### src/verilog/acspi_cfg.svh
`ifndef ACSPI_CFG_SVH
`define ACSPI_CFG_SVH

// command codes
`define ACSPI_CMD_MEASURE_CMD 8'h00
`define ACSPI_CMD_RTEMP 8'h08
`define ACSPI_CMD_STX 8'h0E
`define ACSPI_CMD_STY 8'h0F
`define ACSPI_CMD_RDX 8'h10
`define ACSPI_CMD_RDY 8'h11

// widths
`define ACSPI_CMD_W 8
`define ACSPI_ACC_W 11
`define ACSPI_TEMP_W 8
`define ACSPI_TEMP_PAD 3
`define ACSPI_CNT_W 4
`define ACSPI_CAL_W 17
`define ACSPI_ADDR_W 8
`define ACSPI_DATA_W 32
`define ACSPI_XCNT_W 16

// counter values
`define ACSPI_CNT_ONE 4'h1
`define ACSPI_CMD_LAST 4'h7
`define ACSPI_XCNT_ONE 16'h0001

// reading limits and forced values
`define ACSPI_ACC_MIN 11'h066
`define ACSPI_ACC_MAX 11'h799
`define ACSPI_ACC_FAIL_LO 11'h000
`define ACSPI_ACC_FAIL_HI 11'h7FF

// calibration word reset copy, even parity over all bits
`define ACSPI_CAL_NVM 17'h0_0000

// register offsets
`define ACSPI_OFS_CTRL 8'h00
`define ACSPI_OFS_CAL 8'h04
`define ACSPI_OFS_SMP_X 8'h08
`define ACSPI_OFS_SMP_Y 8'h0C
`define ACSPI_OFS_SMP_T 8'h10
`define ACSPI_OFS_STATUS 8'h14
`define ACSPI_OFS_DAT_X 8'h18
`define ACSPI_OFS_DAT_Y 8'h1C
`define ACSPI_OFS_DAT_T 8'h20
`define ACSPI_OFS_COUNT 8'h24

// field positions
`define ACSPI_CTRL_LINK_BIT 0

// timing
`define ACSPI_RELOAD_NS 150000
`define ACSPI_CLK_NS 10

`endif

### src/verilog/acspi_pkg.sv
`include "acspi_cfg.svh"

package acspi_pkg;

    typedef enum logic [1:0] {
        ACSPI_IDLE = 2'b00,
        ACSPI_CMD = 2'b01,
        ACSPI_DATA = 2'b11,
        ACSPI_HOLD = 2'b10
    } acspi_state_t;

    typedef enum logic [1:0] {
        ACSPI_MEASURE_CMD = 2'b00,
        ACSPI_STX = 2'b01,
        ACSPI_STY = 2'b11
    } acspi_mode_t;

    typedef struct packed {
        acspi_state_t st;
        logic [`ACSPI_CMD_W-1:0] cmd;
        logic [`ACSPI_CNT_W-1:0] cnt;
        logic [`ACSPI_ACC_W-1:0] resp;
        logic miso;
        logic miso_oe;
        logic sck_prev;
        logic sel_prev;
        acspi_mode_t mode;
        logic st_x;
        logic st_y;
        logic link_fault;
        logic [`ACSPI_CAL_W-1:0] cal;
        logic cal_reloaded;
        logic mem_fault;
        logic [`ACSPI_ACC_W-1:0] smp_x;
        logic [`ACSPI_ACC_W-1:0] smp_y;
        logic [`ACSPI_TEMP_W-1:0] smp_t;
        logic [`ACSPI_ACC_W-1:0] dat_x;
        logic [`ACSPI_ACC_W-1:0] dat_y;
        logic [`ACSPI_TEMP_W-1:0] dat_t;
        logic [`ACSPI_CMD_W-1:0] last_cmd;
        logic [`ACSPI_XCNT_W-1:0] xfer_cnt;
        logic [`ACSPI_XCNT_W-1:0] bad_cnt;
        logic [`ACSPI_DATA_W-1:0] rdata;
    } acspi_regs_t;

endpackage : acspi_pkg

### src/verilog/acspi_top.sv
// Contract
// RL1 - sample mosi on rising serial clock
// RL2 - drive miso on falling serial clock
// RL3 - most significant bit first, both ways
// RL4 - select fall starts; first eight bits command
// RL5 - select rise ends transfer, clears counter, command
// RL6 - bad command: ignore input, miso released
// RL7 - first answer bit on next falling edge
// RL8 - answer shifts out alongside input data
// RL9 - master keeps serial clock at most 500 kHz; test master runs it at 6.25 MHz
// RL10 - decode measure and both self test codes
// RL11 - decode temperature and both acceleration reads
// RL12 - measure after reset; measure ends self test
// RL13 - self test per channel until measure
// RL14 - master never enables both self tests
// RL15 - temperature reload every period unless selected
// RL16 - acceleration reload every period unless selected
// RL17 - master idles select before data reads
// RL18 - acceleration read returns eleven bits
// RL19 - temperature read returns eight, input ignored
// RL20 - master limits acceleration read rate
// RL21 - readings in range; failures force outside
// RL22 - parity error reloads; repeat forces low
// RL23 - self test drives channel reading to maximum
// RL24 - master idles select between transactions
// RL25 - undefined command codes treated as invalid
//
// The register addresses and the strobed register port were left to the implementer.
`timescale 1ns/1ps
`include "acspi_cfg.svh"

module acspi_top
    import acspi_pkg::*;
#(
    parameter int unsigned RELOAD_CYCLES = `ACSPI_RELOAD_NS / `ACSPI_CLK_NS,
    parameter logic [`ACSPI_CAL_W-1:0] CAL_NVM = `ACSPI_CAL_NVM
) (
    input wire logic clk_i,
    input wire logic rst_n_i,
    input wire logic sck_i,
    input wire logic select_n_i,
    input wire logic mosi_i,
    output logic miso_o,
    output logic miso_oe_o,
    input wire logic selftest_pin_x_i,
    input wire logic selftest_pin_y_i,
    input wire logic [`ACSPI_ADDR_W-1:0] reg_addr_i,
    input wire logic [`ACSPI_DATA_W-1:0] reg_wdata_i,
    input wire logic reg_wr_i,
    input wire logic reg_rd_i,
    output logic [`ACSPI_DATA_W-1:0] reg_rdata_o,
    output logic selftest_x_o,
    output logic selftest_y_o
);

    localparam logic [4:0] PIN_RST = 5'h02;

    logic [1:0] rst_pipe_q;
    logic rst_n;
    logic [4:0] pins_raw;
    logic [4:0] pins_s;
    logic s_sck;
    logic s_sel_n;
    logic s_mosi;
    logic s_pin_x;
    logic s_pin_y;
    logic sck_rise;
    logic sck_fall;
    logic sel_fall;
    logic sel_rise;
    logic reload_tick;
    logic [`ACSPI_CMD_W-1:0] cmd_full;
    logic st_x_on;
    logic st_y_on;

    acspi_regs_t q;
    acspi_regs_t d;

    // reset release through two flops
    always_ff @(posedge clk_i or negedge rst_n_i) begin
        if (!rst_n_i) begin
            rst_pipe_q <= 2'b00;
        end else begin
            rst_pipe_q <= {rst_pipe_q[0], 1'b1};
        end
    end

    assign rst_n = rst_pipe_q[1];

    assign pins_raw = {selftest_pin_y_i, selftest_pin_x_i, mosi_i, select_n_i, sck_i};

    acspi_sync #(
        .W(5),
        .RST_VAL(PIN_RST)
    ) u_sync (
        .clk_i(clk_i),
        .rst_n_i(rst_n),
        .d_i(pins_raw),
        .q_o(pins_s)
    );

    assign s_sck = pins_s[0];
    assign s_sel_n = pins_s[1];
    assign s_mosi = pins_s[2];
    assign s_pin_x = pins_s[3];
    assign s_pin_y = pins_s[4];

    acspi_tick #(
        .CYCLES(RELOAD_CYCLES)
    ) u_tick (
        .clk_i(clk_i),
        .rst_n_i(rst_n),
        .tick_o(reload_tick)
    );

    // edge detection on the synchronised copies
    assign sck_rise = s_sck & ~q.sck_prev;
    assign sck_fall = ~s_sck & q.sck_prev;
    assign sel_fall = ~s_sel_n & q.sel_prev;
    assign sel_rise = s_sel_n & ~q.sel_prev;

    // command as it stands after the bit now being sampled
    assign cmd_full = {q.cmd[`ACSPI_CMD_W-2:0], s_mosi};

    // self test by command or by pin
    assign st_x_on = (q.mode == ACSPI_STX) | s_pin_x; // [RL13]
    assign st_y_on = (q.mode == ACSPI_STY) | s_pin_y; // [RL13]

    // value loaded into an acceleration data register
    function automatic logic [`ACSPI_ACC_W-1:0] acspi_acc_val(
        input logic [`ACSPI_ACC_W-1:0] smp,
        input logic st_on,
        input logic link_f,
        input logic mem_f
    );
        logic [`ACSPI_ACC_W-1:0] v;
        v = smp;
        if (mem_f) begin
            v = `ACSPI_ACC_FAIL_LO; // [RL22]
        end else if (link_f) begin
            v = `ACSPI_ACC_FAIL_HI; // [RL21]
        end else if (st_on) begin
            v = `ACSPI_ACC_MAX; // [RL23]
        end else if (smp < `ACSPI_ACC_MIN) begin
            v = `ACSPI_ACC_MIN; // [RL21]
        end else if (smp > `ACSPI_ACC_MAX) begin
            v = `ACSPI_ACC_MAX; // [RL21]
        end
        return v;
    endfunction : acspi_acc_val

    always_comb begin
        d = q;
        d.rdata = '0;
        d.sck_prev = s_sck;
        d.sel_prev = s_sel_n;

        // serial side
        if (sel_fall) begin
            d.st = ACSPI_CMD; // [RL4]
            d.cnt = '0;
            d.cmd = '0;
            d.miso = 1'b0;
            d.miso_oe = 1'b0;
            d.xfer_cnt = q.xfer_cnt + `ACSPI_XCNT_ONE;
        end else if (sel_rise) begin
            d.st = ACSPI_IDLE; // [RL5]
            d.cnt = '0; // [RL5]
            d.cmd = '0; // [RL5]
            d.miso = 1'b0;
            d.miso_oe = 1'b0;
        end else if (!s_sel_n) begin
            unique case (q.st)
                ACSPI_IDLE: begin
                    // selected before reset ended: wait for a fresh fall
                    d.st = ACSPI_IDLE;
                end
                ACSPI_CMD: begin
                    if (sck_rise) begin
                        d.cmd = cmd_full; // [RL1] [RL3]
                        d.cnt = q.cnt + `ACSPI_CNT_ONE;
                        if (q.cnt == `ACSPI_CMD_LAST) begin
                            d.last_cmd = cmd_full; // [RL4]
                            unique case (cmd_full)
                                `ACSPI_CMD_MEASURE_CMD: begin
                                    d.mode = ACSPI_MEASURE_CMD; // [RL10] [RL12]
                                    d.st = ACSPI_HOLD;
                                end
                                `ACSPI_CMD_STX: begin
                                    d.mode = ACSPI_STX; // [RL10] [RL13]
                                    d.st = ACSPI_HOLD;
                                end
                                `ACSPI_CMD_STY: begin
                                    d.mode = ACSPI_STY; // [RL10] [RL13]
                                    d.st = ACSPI_HOLD;
                                end
                                `ACSPI_CMD_RTEMP: begin
                                    d.resp = {q.dat_t, `ACSPI_TEMP_PAD'(0)}; // [RL11] [RL19]
                                    d.st = ACSPI_DATA;
                                end
                                `ACSPI_CMD_RDX: begin
                                    d.resp = q.dat_x; // [RL11] [RL18]
                                    d.st = ACSPI_DATA;
                                end
                                `ACSPI_CMD_RDY: begin
                                    d.resp = q.dat_y; // [RL11] [RL18]
                                    d.st = ACSPI_DATA;
                                end
                                default: begin
                                    d.st = ACSPI_HOLD; // [RL6] [RL25]
                                    d.bad_cnt = q.bad_cnt + `ACSPI_XCNT_ONE;
                                end
                            endcase
                        end
                    end
                end
                ACSPI_DATA: begin
                    // input bits during a read are ignored
                    if (sck_fall) begin
                        d.miso = q.resp[`ACSPI_ACC_W-1]; // [RL2] [RL3] [RL7] [RL8]
                        d.resp = {q.resp[`ACSPI_ACC_W-2:0], 1'b0}; // [RL19]
                        d.miso_oe = 1'b1;
                    end
                end
                ACSPI_HOLD: begin
                    d.miso_oe = 1'b0; // [RL6]
                end
            endcase
        end

        // self test outputs
        d.st_x = st_x_on;
        d.st_y = st_y_on;

        // register writes
        if (reg_wr_i) begin
            case (reg_addr_i)
                `ACSPI_OFS_CTRL: d.link_fault = reg_wdata_i[`ACSPI_CTRL_LINK_BIT];
                `ACSPI_OFS_CAL: d.cal = reg_wdata_i[`ACSPI_CAL_W-1:0];
                `ACSPI_OFS_SMP_X: d.smp_x = reg_wdata_i[`ACSPI_ACC_W-1:0];
                `ACSPI_OFS_SMP_Y: d.smp_y = reg_wdata_i[`ACSPI_ACC_W-1:0];
                `ACSPI_OFS_SMP_T: d.smp_t = reg_wdata_i[`ACSPI_TEMP_W-1:0];
                default: d.link_fault = q.link_fault;
            endcase
        end

        // continuous parity check of the calibration word
        if (^q.cal) begin
            if (!q.cal_reloaded) begin
                d.cal = CAL_NVM; // [RL22]
                d.cal_reloaded = 1'b1;
            end else begin
                d.mem_fault = 1'b1; // [RL22]
            end
        end

        // periodic reload, held off while selected
        if (reload_tick && s_sel_n) begin
            d.dat_t = q.smp_t; // [RL15]
            d.dat_x = acspi_acc_val(q.smp_x, st_x_on, q.link_fault, q.mem_fault); // [RL16]
            d.dat_y = acspi_acc_val(q.smp_y, st_y_on, q.link_fault, q.mem_fault); // [RL16]
        end

        // register reads, data in the following cycle only
        if (reg_rd_i) begin
            case (reg_addr_i)
                `ACSPI_OFS_CTRL: d.rdata = `ACSPI_DATA_W'(q.link_fault);
                `ACSPI_OFS_CAL: d.rdata = `ACSPI_DATA_W'(q.cal);
                `ACSPI_OFS_SMP_X: d.rdata = `ACSPI_DATA_W'(q.smp_x);
                `ACSPI_OFS_SMP_Y: d.rdata = `ACSPI_DATA_W'(q.smp_y);
                `ACSPI_OFS_SMP_T: d.rdata = `ACSPI_DATA_W'(q.smp_t);
                `ACSPI_OFS_STATUS: begin
                    d.rdata = `ACSPI_DATA_W'({q.st_y, q.st_x, q.last_cmd, q.st, ~q.sel_prev,
                                              q.link_fault, q.cal_reloaded, q.mem_fault, q.mode});
                end
                `ACSPI_OFS_DAT_X: d.rdata = `ACSPI_DATA_W'(q.dat_x);
                `ACSPI_OFS_DAT_Y: d.rdata = `ACSPI_DATA_W'(q.dat_y);
                `ACSPI_OFS_DAT_T: d.rdata = `ACSPI_DATA_W'(q.dat_t);
                `ACSPI_OFS_COUNT: d.rdata = {q.bad_cnt, q.xfer_cnt};
                default: d.rdata = '0;
            endcase
        end
    end

    always_ff @(posedge clk_i or negedge rst_n) begin
        if (!rst_n) begin
            q <= '0;
            q.st <= ACSPI_IDLE;
            q.mode <= ACSPI_MEASURE_CMD; // [RL12]
            q.sck_prev <= 1'b0;
            q.sel_prev <= 1'b1;
            q.cal <= CAL_NVM;
        end else begin
            q <= d;
        end
    end

    assign miso_o = q.miso;
    assign miso_oe_o = q.miso_oe;
    assign reg_rdata_o = q.rdata;
    assign selftest_x_o = q.st_x;
    assign selftest_y_o = q.st_y;

endmodule : acspi_top

### src/verilog/acspi_sync.sv
`timescale 1ns/1ps

module acspi_sync #(
    parameter int W = 1,
    parameter logic [W-1:0] RST_VAL = '0
) (
    input wire logic clk_i,
    input wire logic rst_n_i,
    input wire logic [W-1:0] d_i,
    output logic [W-1:0] q_o
);

    typedef struct packed {
        logic [W-1:0] meta;
        logic [W-1:0] sync;
    } acspi_sync_t;

    acspi_sync_t q;
    acspi_sync_t d;

    // two stages; only the second stage leaves the module
    always_comb begin
        d = q;
        d.meta = d_i;
        d.sync = q.meta;
    end

    always_ff @(posedge clk_i or negedge rst_n_i) begin
        if (!rst_n_i) begin
            q.meta <= RST_VAL;
            q.sync <= RST_VAL;
        end else begin
            q <= d;
        end
    end

    assign q_o = q.sync;

endmodule : acspi_sync

### src/verilog/acspi_tick.sv
`timescale 1ns/1ps

module acspi_tick #(
    parameter int unsigned CYCLES = 15000
) (
    input wire logic clk_i,
    input wire logic rst_n_i,
    output logic tick_o
);

    localparam int CW = (CYCLES > 1) ? $clog2(CYCLES) : 1;
    localparam logic [CW-1:0] LAST = CW'(CYCLES - 1);
    localparam logic [CW-1:0] ONE = CW'(1);

    typedef struct packed {
        logic [CW-1:0] cnt;
        logic tick;
    } acspi_tick_t;

    acspi_tick_t q;
    acspi_tick_t d;

    // free running divider, one pulse per period
    always_comb begin
        d = q;
        if (q.cnt == LAST) begin
            d.cnt = '0;
            d.tick = 1'b1;
        end else begin
            d.cnt = q.cnt + ONE;
            d.tick = 1'b0;
        end
    end

    always_ff @(posedge clk_i or negedge rst_n_i) begin
        if (!rst_n_i) begin
            q <= '0;
        end else begin
            q <= d;
        end
    end

    assign tick_o = q.tick;

endmodule : acspi_tick

### config.mk
export PLATFORM = sky130hd
export DESIGN_NAME = acspi_top
export DESIGN_NICKNAME = d
export VERILOG_FILES = /design/src/verilog/acspi_pkg.sv /design/src/verilog/acspi_top.sv /design/src/verilog/acspi_sync.sv /design/src/verilog/acspi_tick.sv
export VERILOG_INCLUDE_DIRS = /design/src /design/src/verilog
export SDC_FILE = /design/constraint.sdc
export NUM_CORES = 1
export LEC_CHECK = 0
export ABC_AREA = 0
export BUFFER_PORTS_ARGS = -buffer_cell sky130_fd_sc_hd__buf_2
export CORE_MARGIN = 3
export CORE_UTILIZATION = 45
export DETAILED_ROUTE_END_ITERATION = 8
export SLEW_MARGIN = 40
export SYNTH_ARGS = -nofsm -noshare
export SYNTH_HDL_FRONTEND = slang
export SYNTH_SLANG_ARGS = --single-unit
export TNS_END_PERCENT = 50
### constraint.sdc
create_clock -name clk_i -period 7.3 [get_ports clk_i]
set_clock_uncertainty 0.2 [all_clocks]
set_input_delay 1.46 -clock clk_i [delete_from_list [all_inputs] [get_ports clk_i]]
set_output_delay 1.46 -clock clk_i [all_outputs]
set_load 0.01 [all_outputs]
==> metrics <==
share of post-route cells with drive strength above 1=21.1%; iteration-0 DRC count of the detailed router=427; last weighted congestion value of the routability-driven placer=0.933; type of origin of the critical path=input port; core area=22000 µm²; Net count, final=1029; setup tns final=0 ns; min cycle time layout=3.39 ns; Detail Placement HPWL=17200 µm; r2r worst-path depth=7; maximum clock frequency=295 MHz; Worst path slowest cell=nand3_2; Synthesis Warnings=0; data required time of the worst path=7.49 ns; clock network fraction of total power=47.4%; minimum hold slack=0.0905 ns; total count of hold-check failures in the final report=0; antenna violations before repair=0; effective utilization at floorplan=46.2%; number of buffer cells added on primary ports=69; net switching share of the total power=23.7%; detail-routed net length per standard cell=19.1 µm; floorplan die width=156 µm; Clock Latency Late Sink=0.51 ns; final-report max-slew violation count=0; total power density per cell area=245 nW/µm²; worst endpoint data arrival time=3.57 ns; buffer levels on the longest clock path=3; # clock sinks=211; crit share post-route=46.4%; Post-CTS Resized=0; critical path's top delay family=simple AND/OR/NAND/NOR gates; crit-path max cell delay=0.62 ns; library cell used as clock root buffer=clkbuf_16; number of synthesized flops with an enable pin=0; Antenna Cells=0; TritonCTS clock tree=done; internal power component=2.15 mW; end of the worst register-to-register path=q[47]; Cell Area, Synth=10200 µm²; count of nets left with antenna violations after detail routing=0; maximum level of the CTS H-tree=1; worst-path cell chain=buf_2, nor4b_4, nand3_2, mux2i_1, nor2_1; start point of the critical path=reg_addr_i[2]; Post-synth ARST share=100%; final setup fails=0; clock input transition at the sequential cells of the worst setup and hold paths=0.06 ns; post-CTS setup buffer count=0; Final Core Density=52.3%; overall routing resource usage=20.0%; critical path start-end classification=input port to flip-flop; CP Depth=5; most common library cell in the layout ignoring fill and taps=dfrtp_1; Vias=7169; worst reg2reg setup slack=4.36 ns; die height=156 µm; pin count of the biggest net entering global routing=78; nets in the synthesized netlist=991; distinct cell type count after synthesis=61; path category of the worst min-delay check=flip-flop to async pin; number of iterations in the first detailed-routing pass=5; sequential element share of the synthesized area=52.0%; setup repair after global routing missed its margin=no; cts-stage hold buffer count=0; DIE AREA=24400 µm²; synthesized area divided by synthesized cell count=10.9 µm²; total grt overflow=0; source of the worst register-to-register timing path=u_sync.q_o[1]; count of unresolved DRC violations after routing=0; ratio of routed vias to standard cells=5.64; worst-case headroom to the max-slew limit=48.1%; status=completed; register bit count reported by yosys=211; Worst Setup EP=q[144]; total clock buffers created by CTS=24; via count of the first global-routing pass=6981; switching power=0.667 mW; Max FO, Critical Path=22; leak pwr=5.53 nW; post-synthesis to final-layout area growth=13.3%; predominant post-synthesis flop cell=dfrtp_1; endpoint class of the critical path=flip-flop; total of max-cap violations=0; relative contribution of sequential cells to total power=45.3%; first-pass GRT wire length=38800 µm; I/O Pins=85; total number of placement rows=54; Worst VDD drop=0.000182 V; Routed WL=24200 µm; transition at the pin with the smallest max-transition slack=0.776 ns; number of buffer and inverter instances along the worst setup path=1; commonest cells after routing, fill and taps aside=dfrtp_1, nand2_1, mux2_2, buf_2, nor2_1; gate count of the mapped netlist=935; share of total power in combinational logic=7.3%
[cell families (layout without fill, tap and decap cells)]
logic type                 after synthesis  count (layout)  share of synthesized area [%]
and+or+nand+nor                        298             298                           14.7
other                                    1               1                         0.0369
xor gates and xnor gates                54              54                           5.19
DFF                                    211             211                           52.0
AOI/OAI and AO/OA                      165             165                           10.5
adders and majority gates                7               7                          0.861
buffers and inverters                   84             140                           4.52
muxes                                  115             115                           12.2
[state kept, by name, summed over array words and instances, names as in the netlist]
| signal | flops |
|---|---|
| q | 141 |
| reg_rdata_o | 32 |
| u_tick.q | 14 |
| cmd_full | 7 |
| u_sync.d | 5 |
| u_sync.q_o | 5 |
| rst_pipe_q | 2 |
| miso_o | 1 |
| miso_oe_o | 1 |
| selftest_x_o | 1 |
| selftest_y_o | 1 |
| u_tick.tick_o | 1 |
[Yosys cell counts (all sizes together) (8+ instances only)]
| cell | n | share of area, % |
|---|---|---|
| o21ai | 39 | 1.9 |
| dfrtp | 208 | 51 |
| xnor2 | 27 | 2.3 |
| clkbuf | 22 | 0.81 |
| buf | 45 | 3.1 |
| nand3 | 40 | 2.0 |
| and4 | 8 | 0.69 |
| xor2 | 23 | 2.0 |
| nand4 | 14 | 0.86 |
| a21oi | 31 | 1.5 |
| nor3 | 13 | 0.64 |
| mux2 | 69 | 7.6 |
| o31ai | 15 | 1.1 |
| and2 | 19 | 1.2 |
| inv | 17 | 0.63 |
| a22oi | 27 | 2.0 |
| a211oi | 10 | 0.74 |
| o22ai | 10 | 0.62 |
| mux2i | 46 | 4.5 |
| nand2 | 95 | 3.5 |
| nor2 | 69 | 2.6 |
[power by group through the flow]
stage	sequential (mW)	clock [mW]	combinational [mW]
after global placement	1.30	0	0.195
final	1.28	1.33	0.207
after CTS	1.27	1.37	0.207
after detailed placement	1.30	0	0.207
after floorplan	1.28	0	0.136
after global routing	1.28	1.42	0.232
[area by class of cell]
class	count	area, µm²
clock buffer	31	697
clock inverter	13	210
fill	1973	10500
inverter	17	63.8
multi-input combinational	640	4470
sequential	211	5290
tap	280	350
timing repair buffer	79	440
[how the worst min path moves through the flow]
stage / end / slack, ns / start / cells after the start
2_1_floorplan: rst_pipe_q[1] / 0.13 / rst_pipe_q[0] / 0
3_3_place_gp: rst_pipe_q[1] / 0.13 / rst_pipe_q[0] / 0
3_5_place_dp: q[160] / 0.13 / rst_pipe_q[1] / 0
4_1_cts: miso_oe_o / 0.12 / rst_pipe_q[1] / 0
5_1_grt: u_sync.q_o[0] / 0.14 / u_sync.d[0] / 0
6_report: q[160] / 0.09 / rst_pipe_q[1] / 0
[routing by layer]
layer / up-vias / routed length [µm] / global-route usage [%]
li1: 3391 / - / -
met1: 3557 / 11100 / 28.5
met2: 185 / 11000 / 31.4
met3: 36 / 1510 / 4.09
met4: 0 / 660 / 5.59
met5: - / 0 / 0
[stage by stage]
step	total power, mW	cells	setup slack [ns]	area [µm²]
3_3_place_gp	1.49	1225	2.73	10500
4_1_cts	2.85	1270	3.92	11500
2_1_floorplan	1.42	935	0.790	10200
3_5_place_dp	1.50	1226	3.37	10600
6_report	2.82	1271	3.91	11500
5_1_grt	2.93	1271	3.77	11500
Power figures use the tool's default switching activity.
